===== config.mk =====
export PLATFORM = sky130hd
export DESIGN_NAME = iesw_host
export DESIGN_NICKNAME = d
export VERILOG_FILES = /design/src/design/iesw_pkg.sv /design/src/design/iesw_host.sv
export SDC_FILE = /design/constraint.sdc
export NUM_CORES = 1
export LEC_CHECK = 0
export BUFFER_PORTS_ARGS = -buffer_cell sky130_fd_sc_hd__buf_2
export CORE_UTILIZATION = 58
export CTS_CLUSTER_SIZE = 8
export DETAILED_ROUTE_END_ITERATION = 6
export PLACE_DENSITY = 0.89
export RECOVER_POWER = 50
export SLEW_MARGIN = 20
export SYNTH_ARGS = -nofsm -noshare
export SYNTH_HDL_FRONTEND = slang
export SYNTH_SLANG_ARGS = --single-unit

===== constraint.sdc =====
create_clock -name clock -period 2.8 [get_ports clock]
set_input_delay 0.14 -clock clock [delete_from_list [all_inputs] [get_ports clock]]
set_output_delay 0.14 -clock clock [all_outputs]
set_load 0.1 [all_outputs]

===== src/design/iesw_pkg.sv =====
// constants and types for the two-wire memory host controller
package iesw_pkg;

   // ----------------------------------------------------------------
   // timing
   // ----------------------------------------------------------------
   localparam int CLK_PERIOD_NS = 25;
   localparam int SCL_PERIOD_NS = 10000;
   // quarter of a serial clock period, rounded up to whole cycles
   localparam int QTR_CYC = (SCL_PERIOD_NS / 4 + CLK_PERIOD_NS - 1)
                            / CLK_PERIOD_NS;

   // ----------------------------------------------------------------
   // software register map
   // ----------------------------------------------------------------
   localparam int         ADDR_W   = 5;
   localparam logic [4:0] OFS_CTRL = 5'h00;
   localparam logic [4:0] OFS_STAT = 5'h04;
   localparam logic [4:0] OFS_TXD  = 5'h08;
   localparam logic [4:0] OFS_RXD  = 5'h0C;
   localparam int         CTRL_W   = 17;

   // command codes, stages of a transfer
   localparam logic [1:0] CMD_WRITE = 2'h0;
   localparam logic [1:0] CMD_CUR   = 2'h1;
   localparam logic [1:0] CMD_RAND  = 2'h2;
   localparam logic [1:0] CMD_POLL  = 2'h3;
   localparam logic [2:0] STG_ADDR  = 3'h0;
   localparam logic [2:0] STG_WORD  = 3'h1;
   localparam logic [2:0] STG_DATA  = 3'h2;
   localparam logic [2:0] STG_RADDR = 3'h3;
   localparam logic [2:0] STG_RX    = 3'h4;
   localparam logic [3:0] BIT_ACK   = 4'h8;

   // control word: word[16:9] count[8:5] strap[4] block[3:2] cmd[1:0]
   typedef struct packed {
      logic [7:0] word;
      logic [3:0] count;
      logic       strap;
      logic [1:0] blk;
      logic [1:0] cmd;
   } iesw_ctrl_t;
   localparam iesw_ctrl_t CTRL_RST = 17'h00000;

   typedef enum logic [3:0] {
      ST_IDLE  = 4'h1,
      ST_START = 4'h2,
      ST_XBYTE = 4'h4,
      ST_STOP  = 4'h8
   } iesw_state_t;

endpackage


===== src/design/iesw_host.sv =====
// two-wire bus master that drives a serial memory from software registers
//
// The address map and the plain strobed port were decided locally.
`timescale 1ns/1ps
// Function
// RULE1: start is data falling while clock high
// RULE2: device ignores bus until a start
// RULE3: stop is data rising while clock high
// RULE4: data changes only while clock low
// RULE5: transmitter releases data for ninth-clock acknowledge
// RULE6: device data output is open drain
// RULE7: master starts transfers and makes the clock
// RULE8: device acknowledges its matching slave address
// RULE9: device acknowledges each written byte
// RULE10: type code, strap bit, two block bits
// RULE11: block bits plus word address pick byte
// RULE12: last address bit: one reads, zero writes
// RULE13: write sends word address, data, then stop
// RULE14: device ignores everything while writing internally
// RULE15: page write carries up to sixteen bytes
// RULE16: device write address wraps inside page
// RULE17: poll with write address until acknowledged
// RULE18: protected upper half refuses first data byte
// RULE19: current read uses last address plus one
// RULE20: random read: dummy write, repeated start, read
// RULE21: master acknowledge continues read, none ends it
// RULE22: read address wraps across whole memory
// RULE23: protect pin leaves reads working
// RULE24: internal write ends within ten milliseconds
// RULE25: device filters and synchronises both lines
// RULE26: block bits sit above word address bits
module iesw_host
   import iesw_pkg::*;
#(
   parameter int         QTR      = QTR_CYC,
   parameter logic [3:0] DEV_TYPE = 4'h5  // arbitrary type code
)(
   input  wire logic              clock,
   input  wire logic              srst,
   input  wire logic              ce,
   input  wire logic [ADDR_W-1:0] addr,
   input  wire logic [31:0]       wdata,
   input  wire logic              wr,
   input  wire logic              rd,
   output logic      [31:0]       rdata,
   output logic                   scl_o,
   input  wire logic              sda_i,
   output logic                   sda_o,
   output logic                   sda_oe_n
);

   // ----------------------------------------------------------------
   // pin synchroniser and quarter-period tick
   // ----------------------------------------------------------------
   logic        sda_s1_ff;
   logic        sda_s2_ff;
   logic [15:0] qcnt_ff;
   logic [15:0] nxt_qcnt;
   logic        tick;

   // two-stage synchroniser on the data pin
   always_ff @(posedge clock)
   begin
      if (srst)
      begin
         sda_s1_ff <= 1'b1;
         sda_s2_ff <= 1'b1;
      end
      else if (ce)
      begin
         sda_s1_ff <= sda_i;
         sda_s2_ff <= sda_s1_ff;
      end
   end

   // free running divider, one tick per quarter bit
   always_comb
   begin
      tick     = (qcnt_ff == 16'(QTR - 1));
      nxt_qcnt = tick ? 16'h0000 : qcnt_ff + 16'h0001;
   end

   always_ff @(posedge clock)
   begin
      if (srst)
         qcnt_ff <= 16'h0000;
      else if (ce)
         qcnt_ff <= nxt_qcnt;
   end

   // ----------------------------------------------------------------
   // sequencer and registers
   // ----------------------------------------------------------------
   iesw_state_t state_ff, nxt_state;
   iesw_ctrl_t  ctrl_ff, nxt_ctrl;
   logic [1:0]  phase_ff, nxt_phase;
   logic [3:0]  bit_ff, nxt_bit;
   logic [2:0]  stage_ff, nxt_stage;
   logic [7:0]  shift_ff, nxt_shift;
   logic [3:0]  left_ff, nxt_left;
   logic        ack_ff, nxt_ack;
   logic [7:0]  txd_ff, nxt_txd;
   logic        tx_full_ff, nxt_tx_full;
   logic [7:0]  rxd_ff, nxt_rxd;
   logic        rx_full_ff, nxt_rx_full;
   logic        nack_ff, nxt_nack;
   logic        scl_ff, nxt_scl;
   logic        oe_n_ff, nxt_oe_n;
   logic [31:0] rdata_ff, nxt_rdata;
   logic        rx;
   logic [7:0]  ld;

   // next state of the bus engine and the software registers
   always_comb
   begin
      nxt_state   = state_ff;
      nxt_ctrl    = ctrl_ff;
      nxt_phase   = phase_ff;
      nxt_bit     = bit_ff;
      nxt_stage   = stage_ff;
      nxt_shift   = shift_ff;
      nxt_left    = left_ff;
      nxt_ack     = ack_ff;
      nxt_txd     = txd_ff;
      nxt_tx_full = tx_full_ff;
      nxt_rxd     = rxd_ff;
      nxt_rx_full = rx_full_ff;
      nxt_nack    = nack_ff;
      nxt_scl     = scl_ff;
      nxt_oe_n    = oe_n_ff;
      nxt_rdata   = 32'h00000000;
      rx          = (stage_ff == STG_RX);
      // byte to send, loaded fresh at the first bit
      case (stage_ff)
         STG_ADDR:  ld = {DEV_TYPE, ctrl_ff.strap, ctrl_ff.blk,
                         ctrl_ff.cmd == CMD_CUR};  // RULE12
         STG_WORD:  ld = ctrl_ff.word;
         STG_DATA:  ld = txd_ff;
         STG_RADDR: ld = {DEV_TYPE, ctrl_ff.strap, ctrl_ff.blk, 1'b1};
         default:   ld = 8'hFF;
      endcase
      if (bit_ff != 4'h0)
         ld = shift_ff;

      // software port: command start, data, read-back
      if (wr && addr == OFS_CTRL && state_ff == ST_IDLE)
      begin
         nxt_ctrl  = iesw_ctrl_t'(wdata[CTRL_W-1:0]);
         nxt_left  = wdata[8:5];  // RULE15
         nxt_nack  = 1'b0;
         nxt_stage = STG_ADDR;
         nxt_phase = 2'h0;
         nxt_state = ST_START;  // RULE7
      end
      if (wr && addr == OFS_TXD)
         nxt_txd = wdata[7:0];
      if (rd && addr == OFS_RXD)
         nxt_rx_full = 1'b0;
      if (rd)
      begin
         case (addr)
            OFS_CTRL: nxt_rdata = {15'h0000, ctrl_ff};
            OFS_STAT: nxt_rdata = {28'h0000000, nack_ff, rx_full_ff,
                                   tx_full_ff, state_ff != ST_IDLE};
            OFS_TXD:  nxt_rdata = {24'h000000, txd_ff};
            OFS_RXD:  nxt_rdata = {24'h000000, rxd_ff};
            default:  nxt_rdata = 32'h00000000;
         endcase
      end

      if (tick)
      begin
         case (state_ff)
            ST_START:
            begin
               nxt_phase = phase_ff + 2'h1;
               case (phase_ff)
                  2'h0: nxt_oe_n = 1'b1;
                  2'h1: nxt_scl = 1'b1;
                  2'h2: nxt_oe_n = 1'b0;  // RULE1
                  default:
                  begin
                     nxt_scl   = 1'b0;
                     nxt_bit   = 4'h0;
                     nxt_state = ST_XBYTE;
                  end
               endcase
            end
            ST_STOP:
            begin
               nxt_phase = phase_ff + 2'h1;
               case (phase_ff)
                  2'h0: nxt_oe_n = 1'b0;
                  2'h1: nxt_scl = 1'b1;
                  2'h2: nxt_oe_n = 1'b1;  // RULE3
                  default: nxt_state = ST_IDLE;
               endcase
            end
            ST_XBYTE:
            begin
               nxt_phase = phase_ff + 2'h1;
               case (phase_ff)
                  // data set up while the clock is low
                  2'h0:
                  begin
                     if (bit_ff == 4'h0 &&
                         ((stage_ff == STG_DATA && !tx_full_ff) ||
                          (rx && rx_full_ff)))
                        nxt_phase = 2'h0;  // hold clock low, wait
                     else if (bit_ff == BIT_ACK)
                     begin
                        nxt_oe_n = rx ? (left_ff == 4'h0) : 1'b1;  // RULE5 RULE21
                        if (rx)
                        begin
                           nxt_rxd     = shift_ff;
                           nxt_rx_full = 1'b1;
                        end
                     end
                     else
                     begin
                        nxt_shift = ld;
                        nxt_oe_n  = rx | ld[7];  // RULE4
                        if (bit_ff == 4'h0 && stage_ff == STG_DATA)
                           nxt_tx_full = 1'b0;
                     end
                  end
                  2'h1: nxt_scl = 1'b1;
                  // sample in the middle of the clock high time
                  2'h2:
                  begin
                     if (bit_ff == BIT_ACK)
                        nxt_ack = !sda_s2_ff;
                     else if (rx)
                        nxt_shift = {shift_ff[6:0], sda_s2_ff};
                  end
                  default:
                  begin
                     nxt_scl = 1'b0;
                     if (bit_ff != BIT_ACK)
                     begin
                        nxt_bit = bit_ff + 4'h1;
                        if (!rx)
                           nxt_shift = {shift_ff[6:0], 1'b0};
                     end
                     else
                     begin
                        nxt_bit = 4'h0;
                        // refused byte, busy poll or protected data
                        if (!rx && !ack_ff)
                        begin
                           nxt_nack  = 1'b1;  // RULE17 RULE18
                           nxt_state = ST_STOP;  // RULE13
                        end
                        else
                        begin
                           case (stage_ff)
                              STG_ADDR:
                                 if (ctrl_ff.cmd == CMD_POLL)
                                    nxt_state = ST_STOP;  // RULE17
                                 else if (ctrl_ff.cmd == CMD_CUR)
                                    nxt_stage = STG_RX;
                                 else
                                    nxt_stage = STG_WORD;
                              STG_WORD:
                                 if (ctrl_ff.cmd == CMD_WRITE)
                                    nxt_stage = STG_DATA;  // RULE13
                                 else
                                 begin
                                    nxt_stage = STG_RADDR;
                                    nxt_state = ST_START;  // RULE20
                                 end
                              STG_RADDR: nxt_stage = STG_RX;
                              default:
                                 if (left_ff == 4'h0)
                                    nxt_state = ST_STOP;  // RULE21
                                 else
                                    nxt_left = left_ff - 4'h1;  // RULE15
                           endcase
                        end
                     end
                  end
               endcase
            end
            default: nxt_phase = 2'h0;
         endcase
      end
      // a fresh software write beats the engine taking the byte
      if (wr && addr == OFS_TXD)
         nxt_tx_full = 1'b1;
   end

   always_ff @(posedge clock)
   begin
      if (srst)
      begin
         state_ff   <= ST_IDLE;
         ctrl_ff    <= CTRL_RST;
         phase_ff   <= 2'h0;
         bit_ff     <= 4'h0;
         stage_ff   <= STG_ADDR;
         shift_ff   <= 8'h00;
         left_ff    <= 4'h0;
         ack_ff     <= 1'b0;
         txd_ff     <= 8'h00;
         tx_full_ff <= 1'b0;
         rxd_ff     <= 8'h00;
         rx_full_ff <= 1'b0;
         nack_ff    <= 1'b0;
         scl_ff     <= 1'b1;
         oe_n_ff    <= 1'b1;
         rdata_ff   <= 32'h00000000;
         sda_o      <= 1'b0;
      end
      else if (ce)
      begin
         state_ff   <= nxt_state;
         ctrl_ff    <= nxt_ctrl;
         phase_ff   <= nxt_phase;
         bit_ff     <= nxt_bit;
         stage_ff   <= nxt_stage;
         shift_ff   <= nxt_shift;
         left_ff    <= nxt_left;
         ack_ff     <= nxt_ack;
         txd_ff     <= nxt_txd;
         tx_full_ff <= nxt_tx_full;
         rxd_ff     <= nxt_rxd;
         rx_full_ff <= nxt_rx_full;
         nack_ff    <= nxt_nack;
         scl_ff     <= nxt_scl;
         oe_n_ff    <= nxt_oe_n;
         rdata_ff   <= nxt_rdata;
         sda_o      <= 1'b0;  // open drain: only ever pulls low
      end
   end

   assign rdata    = rdata_ff;
   assign scl_o    = scl_ff;
   assign sda_oe_n = oe_n_ff;

   // ----------------------------------------------------------------
   // checks
   // ----------------------------------------------------------------
   localparam int A_QTR = QTR;
endmodule


======== Word level (Yosys, flattened, before mapping) ========
Cells that the tools add are included.
storage, ports and cells
  bits in registers ....................... 114
  bits in latches ......................... 0
  memory bits (writable) .................. 0
  bits in read-only memories .............. 0
  input bits .............................. 43
  output and inout port bits .............. 35
  logic and storage cells ................. 193
  memories ................................ 0
cells by class
  add/subtract/negate cells ............... 4
  $mul .................................... 0
  div/mod/pow operators ................... 0
  $lt $le $gt $ge ......................... 0
  equality and inequality tests ........... 35
  shift operators ......................... 0
  multiplexer cells ....................... 81
  bitwise operators ....................... 3
  reductions and logical operators ........ 46
operators by type and width
  operator                 count
  $mux W4                  21
  $pmux W17 S4             1
  $mux W8                  7
  $pmux W8 S4              1
  $mux W1                  26
  $mux W3                  8
  $pmux W4 S3              2
  $pmux W8 S3              1
  $ne A2 B2 Y1 const B     11
  $reduce_and A7 Y1        3
  $mux W17                 1
  $add A16 B1 Y16 const B  1
  $eq A16 B7 Y1 const B    1
  $mux W16                 1
  $reduce_and A5 Y1        3
  $reduce_bool A2 Y1       7
  $reduce_and A11 Y1       1
  $eq A5 B4 Y1 const B     2
  $reduce_and A10 Y1       1
  $logic_and A1 B1 Y1      9
  $pmux W3 S3              1
  $eq A4 B4 Y1 const B     2
  $logic_not A4 Y1         2
  $mux W2                  4
  33 further kinds         52

======== Longest topological paths before layout ========
Gate-level depths: netlist of the first run.
  depth after elaboration ................. 11
  gate-level depth with buffers ........... 9
  gate-level depth less buffers ........... 7

======== Worst setup path before layout of the first run ========
Ideal clock, no wire load.
  path type ............................... register to register
  start point ............................. register bit_ff[0]
  end point ............................... register shift_ff[7]
  setup time .............................. 121 ps
  arrival ................................. 1846 ps
  data required time ...................... 2679 ps
  path slack .............................. 833 ps
  cell stages (with the launch flop) ...... 8
  path buffers ............................ 0
  clock period less this slack ............ 1967 ps
  cells stage by stage .................... dfxtp_1 > inv_1 > ha_1 > or3b_2 > a2111oi_1 > a2bb2oi_1 > nor2_1 > mux2_2
between the ends
  longest elaborated chain between the ends .. 5
  elaborated cells on any way between the ends .. 14
  those cells by class .................... 5 x eq/ne; 4 x mux; 5 x reduce/logical
RTL lines
  item                    line              text
  from (decl)             iesw_host.sv:97   logic [3:0] bit_ff, nxt_bit;
  from (signal assigned)  iesw_host.sv:319  bit_ff <= nxt_bit;
  $reduce_bool A4 Y1      iesw_host.sv:142  if (bit_ff != 4'h0)
  $mux W8                 iesw_host.sv:142
  $mux W8                 iesw_host.sv:210  else if (bit_ff == BIT_ACK)
  $mux W8                 iesw_host.sv:206  if (bit_ff == 4'h0 &&
  $pmux W8 S3             iesw_host.sv:202  case (phase_ff)
  to (signal assigned)    iesw_host.sv:321  shift_ff <= nxt_shift;
  to (decl)               iesw_host.sv:99   logic [7:0] shift_ff, nxt_shift;
Parallel ways exist; a longest one is shown, timed or not. The select of a mux whose other input is x is not followed.
A chain may end at the register's enable or synchronous reset.

======== Worst setup path in the final report of the first run ========
  start point ............................. register state_ff[0]
  end point ............................... register ctrl_ff[6] (netlist bit)
between the ends
  longest elaborated chain between the ends .. 3
RTL lines
  item                         line              text
  from (decl)                  iesw_host.sv:94   iesw_state_t state_ff, nxt_state;
  from (signal assigned)       iesw_host.sv:316  state_ff <= nxt_state;
  $eq A4 B1 Y1                 iesw_host.sv:146  if (wr && addr == OFS_CTRL && state_ff == ST_IDLE)
  $logic_and A1 B1 Y1          iesw_host.sv:146
  $reduce_and A2 Y1 (no line)  n/a
  to (signal assigned)         iesw_host.sv:317  ctrl_ff <= nxt_ctrl;
  to (decl)                    iesw_host.sv:95   iesw_ctrl_t ctrl_ff, nxt_ctrl;
No other way between the ends.

==> results of run 1 <==
worst min path at each step:
| stage | to | slack [ns] |
|---|---|---|
| after floorplan | sda_s1_ff$_SDFFE_PP1P_ | 0.26 |
| after global placement | sda_s1_ff$_SDFFE_PP1P_ | 0.35 |
| after detailed placement | sda_s1_ff$_SDFFE_PP1P_ | 0.35 |
| after CTS | ctrl_ff[7]$_SDFFE_PP0P_ | 0.003 |
| after global routing | ctrl_ff[0]$_SDFFE_PP0P_ | 0.0002 |
| final | ctrl_ff[1]$_SDFFE_PP0P_ | 0.01 |
layer usage:
layer | GRT usage, % | routed length, um
met1 | 40.4 | 6100
met2 | 46.2 | 6430
met3 | 6.01 | 1160
met4 | 8.27 | 245
met5 | 0 | 0
layout by cell type (no fill, tap or decap), types with 6 or more instances in the layout:
cell,count
nor3_1,11
a21o_1,6
inv_1,15
buf_2,27
nand4_1,14
nor2_1,77
and4_1,8
a2bb2oi_1,6
clkbuf_8,9
ha_1,8
clkbuf_1,19
buf_4,10
xor2_1,13
nand2_1,64
o21ai_0,22
a21oi_1,43
conb_1,16
a31oi_1,6
mux2i_1,23
mux2_2,7
dfxtp_1,99
and3_1,7
nand3_1,16
nor2b_1,19
dlygate4sd3_1,11
a22oi_1,23
synth_stat cells (5+ instances only):
cell       instances  share of area, %
and2_1             6              0.70
xor2_1            13               2.1
buf_4             18               2.5
nor3_1            11               1.0
and3_1             7              0.81
xnor2_1            5              0.81
ha_1               8               1.9
nand2_1           64               4.5
dfxtp_1           99                37
inv_1             15               1.0
nand4_1           13               1.5
mux2_2             7               1.5
and4_1             8               1.3
buf_2             11               1.0
nor2b_1           19               2.2
o21ai_0           22               2.0
a2bb2oi_1          6              0.98
mux2i_1           23               4.3
nor3b_1            5              0.70
clkbuf_1          28               2.0
a21o_1             6              0.84
a31oi_1            6              0.70
nand3_1           15               1.4
a32oi_1            5              0.81
a21oi_1           43               4.0
nor2_1            77               5.4
a22oi_1           23               3.2
area by class of cell:
type | instances | area share [%]
multi-input combinational | 484 | 52.3
sequential | 99 | 34.0
timing repair buffer | 67 | 6.72
tap | 108 | 2.32
clock buffer | 9 | 2.12
clock inverter | 7 | 1.63
inverter | 15 | 0.965
worst min-delay path: cells and delay by family:
| family | cells | cell delay (ns) |
|---|---|---|
| AO/OA/AOI/OAI | 1 | 0.06 |
| AND/OR/NAND/NOR | 1 | 0.06 |
| buffers and inverters | 1 | 0.10 |
repair_timing:
action / 4_1_cts / 5_1_grt
setup endpoints to repair: 0 / 0
buffers inserted: 0 / 0
hold buffers: 10 / 1
hold endpoints to repair: 10 / 1
sequential cells by signal, summed over array words and instances (netlist names), 2 cells and up:
name and count:
state_ff 4, txd_ff 8, stage_ff 3, ctrl_ff 17, qcnt_ff 16, shift_ff 8
rxd_ff 8, left_ff 4, bit_ff 4, rdata 17, phase_ff 2
power by group through the flow:
stage | Combinational, uW | Sequential [uW] | Clock [uW]
6_report | 206 | 1420 | 1020
5_1_grt | 216 | 1420 | 1090
4_1_cts | 201 | 1420 | 1020
3_5_place_dp | 190 | 1460 | 0
3_3_place_gp | 187 | 1450 | 0
2_1_floorplan | 169 | 1450 | 0
kinds of logic (layout without fill, tap and decap cells):
group	count (synthesis)	count (layout)	share of synthesized area, %
AO/OA/AOI/OAI	149	149	18.7
XOR/XNOR	18	18	2.93
adder cells (fa/ha/maj)	8	8	1.86
buffers and inverters	77	98	7.30
flip-flops	99	99	36.8
multiplexers	31	31	5.95
other	1	16	0.0696
AND/OR/NAND/NOR	262	262	26.4
metrics by stage:
step	utilization, %	instance area, um2	setup WS (ns)	power (uW)
floorplan	-	5440	0.833	1620
finish	65.9	5830	0.411	2650
detailed placement	62.7	5550	0.508	1650
global placement	62.7	5550	0.606	1640
global route	65.9	5830	0.296	2730
CTS	66.3	5860	0.476	2640
==> results.cfg, run 1 <==
[outcome]
status = finished with violations
violations = DRC

[layout]
num-fill-cells = 700
instances_no_fill = 789
multi_input_area_mm2 = 0.00305
syn2layout_area_growth_pct = 8.29
final_nets = 727
layout-drive-gt1-share_pct = 11.0
num_antenna_cells = 0
seqCellArea_mm2 = 0.00198

[floorplanning]
core_area_mm2 = 0.00885
initial_core_util_pct = 60.9
die-area_mm2 = 0.00967
die_w_um = 98.4
fp-row-count = 34
die_h_um = 98.4
pin_count = 78

[sta]
max_freq_mhz = 419
max_slew_margin_pct = 21.6
finalHoldViolations = 0
slew_viol_final = 0
setup_tns_ns = 0
rsz0062_at_grt = false
clock_skew_ns = 0.0241
min_period_ns = 2.39
fin_hold_ws_ns = 0.0100
setup_violations = 0
fin_crit_sh_pct = 85.3
worst_pin_slew_ns = 1.18

[setup_path]
worstPathRequired_ns = 3.10
r2r_end = ctrl_ff[6]$_SDFFE_PP0P_
cp_num_cells = 5
reg2reg_setup_slack_ns = 0.41
cp-startpoint = state_ff[0]$_SDFFE_PP1P_
worstSetupPathType = reg -> reg
reg2regPathDepth = 5
cp_top_family = simple AND/OR/NAND/NOR gates
crit_end = ctrl_ff[6]$_SDFFE_PP0P_
path_buf_inv = 1
worstSetupEndpointType = flip-flop
critPathMaxFanout = 11
regToRegStartpoint = state_ff[0]$_SDFFE_PP1P_
critPathLaunchType = flip-flop
worstPathCellList = nor4b_2 -> and4_1 -> buf_4 -> nand2_1 -> a21oi_1
cp.arrival_ns = 2.69
cp_slowest_cell = and4_1
crit_path_max_incr_delay_ns = 0.64

[placed_design]
gp_congestion = 0.974
io_buffers = 46
place_inst = 762
dp_hpwl_mm = 9.59

[power]
power_leakage_uw = 0.00207
p_sw_uw = 751
power_density_mw_per_mm2 = 454
p_sw_share_pct = 28.3
ir_drop_uv = 418
power_frac_comb_pct = 7.8
cellInternalPower_uw = 1900
seqPwrFrac_pct = 53.7
clkPwrFrac_pct = 38.5

[clock_tree]
cts-resized-gates = 0
cts_buffers = 9
cts_htree_levels = 3
cts.path.max_buffers = 2
cts-root-buf = clkbuf_8
cts_tree = yes
clk_pin_slew_ns = 0.12
clock_latency_ns = 0.39
cts_sinks = 99

[min_path]
hold_path.class = in -> reg
hold_path.startpoint = wdata[1]
whs_path_depth = 3

[drt]
wl_per_cell_um = 17.7
dr.pass1.iters = 7
ant_nets = 0
routed_wirelength_mm = 13.9
drc = 8
num_vias = 5025
viasPerCell = 6.37
drt_iter0_drc = 625

[synthesis]
yosysSeqAreaShare_pct = 36.8
syn_area_mm2 = 0.00539
synth_edf_count = 0
yosysUniqueCellTypes = 74
synth_area_per_cell_um2 = 8.35
ys_ff_latch = 99
ys.flop_type = dfxtp_1
postSynthCellCount = 645
yosysWarnings = 0
synthArstFlopShare_pct = 0

[global_route]
track_usage_pct = 29.2
grt_pass1_vias = 4656
grt.overflow.total = 0
grt_max_degree = 53
grt_first_pass_wirelength_mm = 22.7
antenna_found_initial = 0

[flow_run]
drv_cap = 0
Note: power is estimated with default switching activity, not from simulation.
==> inputs of run 2 (changes only) <==
--- a/config.mk
+++ b/config.mk
@@ -9,6 +9,7 @@
 export CORE_UTILIZATION = 58
 export CTS_CLUSTER_SIZE = 8
 export DETAILED_ROUTE_END_ITERATION = 6
+export MAX_ROUTING_LAYER = met4
 export PLACE_DENSITY = 0.89
 export RECOVER_POWER = 50
 export SLEW_MARGIN = 20
==> results.cfg, run 2 (synthesized netlist as in run 1, its figures left out) <==
[floorplanning]
fp-row-count = 34
core_area_mm2 = 0.00885
die-area_mm2 = 0.00967
initial_core_util_pct = 60.9
pin_count = 78
die_w_um = 98.4
die_h_um = 98.4

[setup_path]
critPathMaxFanout = 20
regToRegStartpoint = stage_ff[2]$_SDFFE_PP0P_
reg2reg_setup_slack_ns = 0.35
cp.arrival_ns = 2.62
cp-startpoint = stage_ff[2]$_SDFFE_PP0P_
crit_end = rxd_ff[7]$_SDFFE_PP0P_
worstSetupPathType = reg -> reg
worstPathRequired_ns = 2.97
r2r_end = rxd_ff[7]$_SDFFE_PP0P_
reg2regPathDepth = 6
worstSetupEndpointType = flip-flop
critPathLaunchType = flip-flop

[drt]
dr.pass1.iters = 7
drt_iter0_drc = 641
ant_nets = 0
wl_per_cell_um = 17.9
num_vias = 5033
routed_wirelength_mm = 14.0
viasPerCell = 6.43
drc = 8

[flow_run]
drv_cap = 1

[sta]
rsz0062_at_grt = false
max_freq_mhz = 409
max_slew_margin_pct = -49.5
worst_pin_slew_ns = 2.24
fin_hold_ws_ns = 0.00582
clock_skew_ns = 0.0119
fin_crit_sh_pct = 87.4
finalHoldViolations = 0
setup_violations = 0
fin_ws_ns = 0.354
setup_tns_ns = 0
slew_viol_final = 53
min_period_ns = 2.45

[layout]
num-fill-cells = 751
final_common_cell = dfxtp_1
num_antenna_cells = 0
layout_common_cells = 99 x dfxtp_1, 77 x nor2_1, 64 x nand2_1
syn2layout_area_growth_pct = 7.23
final_nets = 721
layout-drive-gt1-share_pct = 11.3

[min_path]
hold_path.class = in -> reg

[global_route]
grt_first_pass_wirelength_mm = 22.8
grt_max_degree = 53
track_usage_pct = 30.2
grt_pass1_vias = 4736
antenna_found_initial = 0
grt.overflow.total = 0

[power]
ir_drop_uv = 269
power_density_mw_per_mm2 = 451
power_leakage_uw = 0.00204

[placed_design]
gp_congestion = 0.959
io_buffers = 46
place_ws_ns = 0.442
dp_hpwl_mm = 9.95

[clock_tree]
clock_latency_ns = 0.38
cts_sinks = 99
clk_pin_slew_ns = 0.10
cts-root-buf = clkbuf_8
cts_tree = yes
cts.path.max_buffers = 2
cts_buffers = 9
cts_htree_levels = 3

[outcome]
violations = DRC, capacitance limit, slew limit
status = finished with violations
run 2: cell types whose count changed in the layout (fill, tap and decap cells not counted), sizes merged:
cell / delta
dlygate4sd3: -6
inv: +1
clkinvlp: -1
clkbuf: +2
buf: -2
run 2: worst min path at each step:
stage                                     endpoint  cells after the start      start
after floorplan             sda_s1_ff$_SDFFE_PP1P_                      1      sda_i
after global placement      sda_s1_ff$_SDFFE_PP1P_                      2      sda_i
after detailed placement    sda_s1_ff$_SDFFE_PP1P_                      2      sda_i
after CTS                 ctrl_ff[16]$_SDFFE_PP0P_                      3  wdata[16]
after global routing      ctrl_ff[16]$_SDFFE_PP0P_                      3  wdata[16]
final                     ctrl_ff[16]$_SDFFE_PP0P_                      3  wdata[16]
run 2: area by class of cell:
class / count / area (um2) / area share [%]
multi-input cells: 484 / 3060 / 53.0
flip-flops and latches: 99 / 1980 / 34.3
repair buffers: 61 / 328 / 5.68
well taps: 108 / 135 / 2.34
clock buffers: 9 / 124 / 2.15
clock inverters: 7 / 88.8 / 1.54
inverters: 15 / 56.3 / 0.975
run 2: timing repair:
item / CTS / global route
buffers inserted: 0 / 0
resized for setup: 0 / 0
hold endpoints to repair: 4 / 1
hold buffers: 4 / 1
run 2: power by group:
group / switching [uW] / internal (uW)
Clock: 552 / 434
Sequential: 8.45 / 1410
Combinational: 160 / 37.7
run 2: critical path, cell delays in order, from the launching register on:
cell     delay (ns)
dfxtp_1        0.78
nor4b_1        0.14
o21ai_0        0.47
nor4b_2        0.31
buf_4          0.26
mux2i_1        0.23
nor2_1         0.06
run 2: metrics by stage:
step | util [%] | power (uW) | instances | cell area (um2)
after global placement | 62.7 | 1640 | 762 | 5550
after detailed placement | 62.7 | 1650 | 762 | 5550
after CTS | 65.5 | 2610 | 782 | 5800
after global routing | 65.3 | 2680 | 783 | 5770
final | 65.3 | 2610 | 783 | 5770
after floorplan | - | 1620 | 660 | 5440
run 2: layer usage:
layer	vias up	track usage, %	part of all wire, %
met5	-	-	0
met4	0	13.0	2.4
met1	2387	38.7	43
met2	268	47.2	47
met3	42	4.94	8.5
li1	2336	-	-
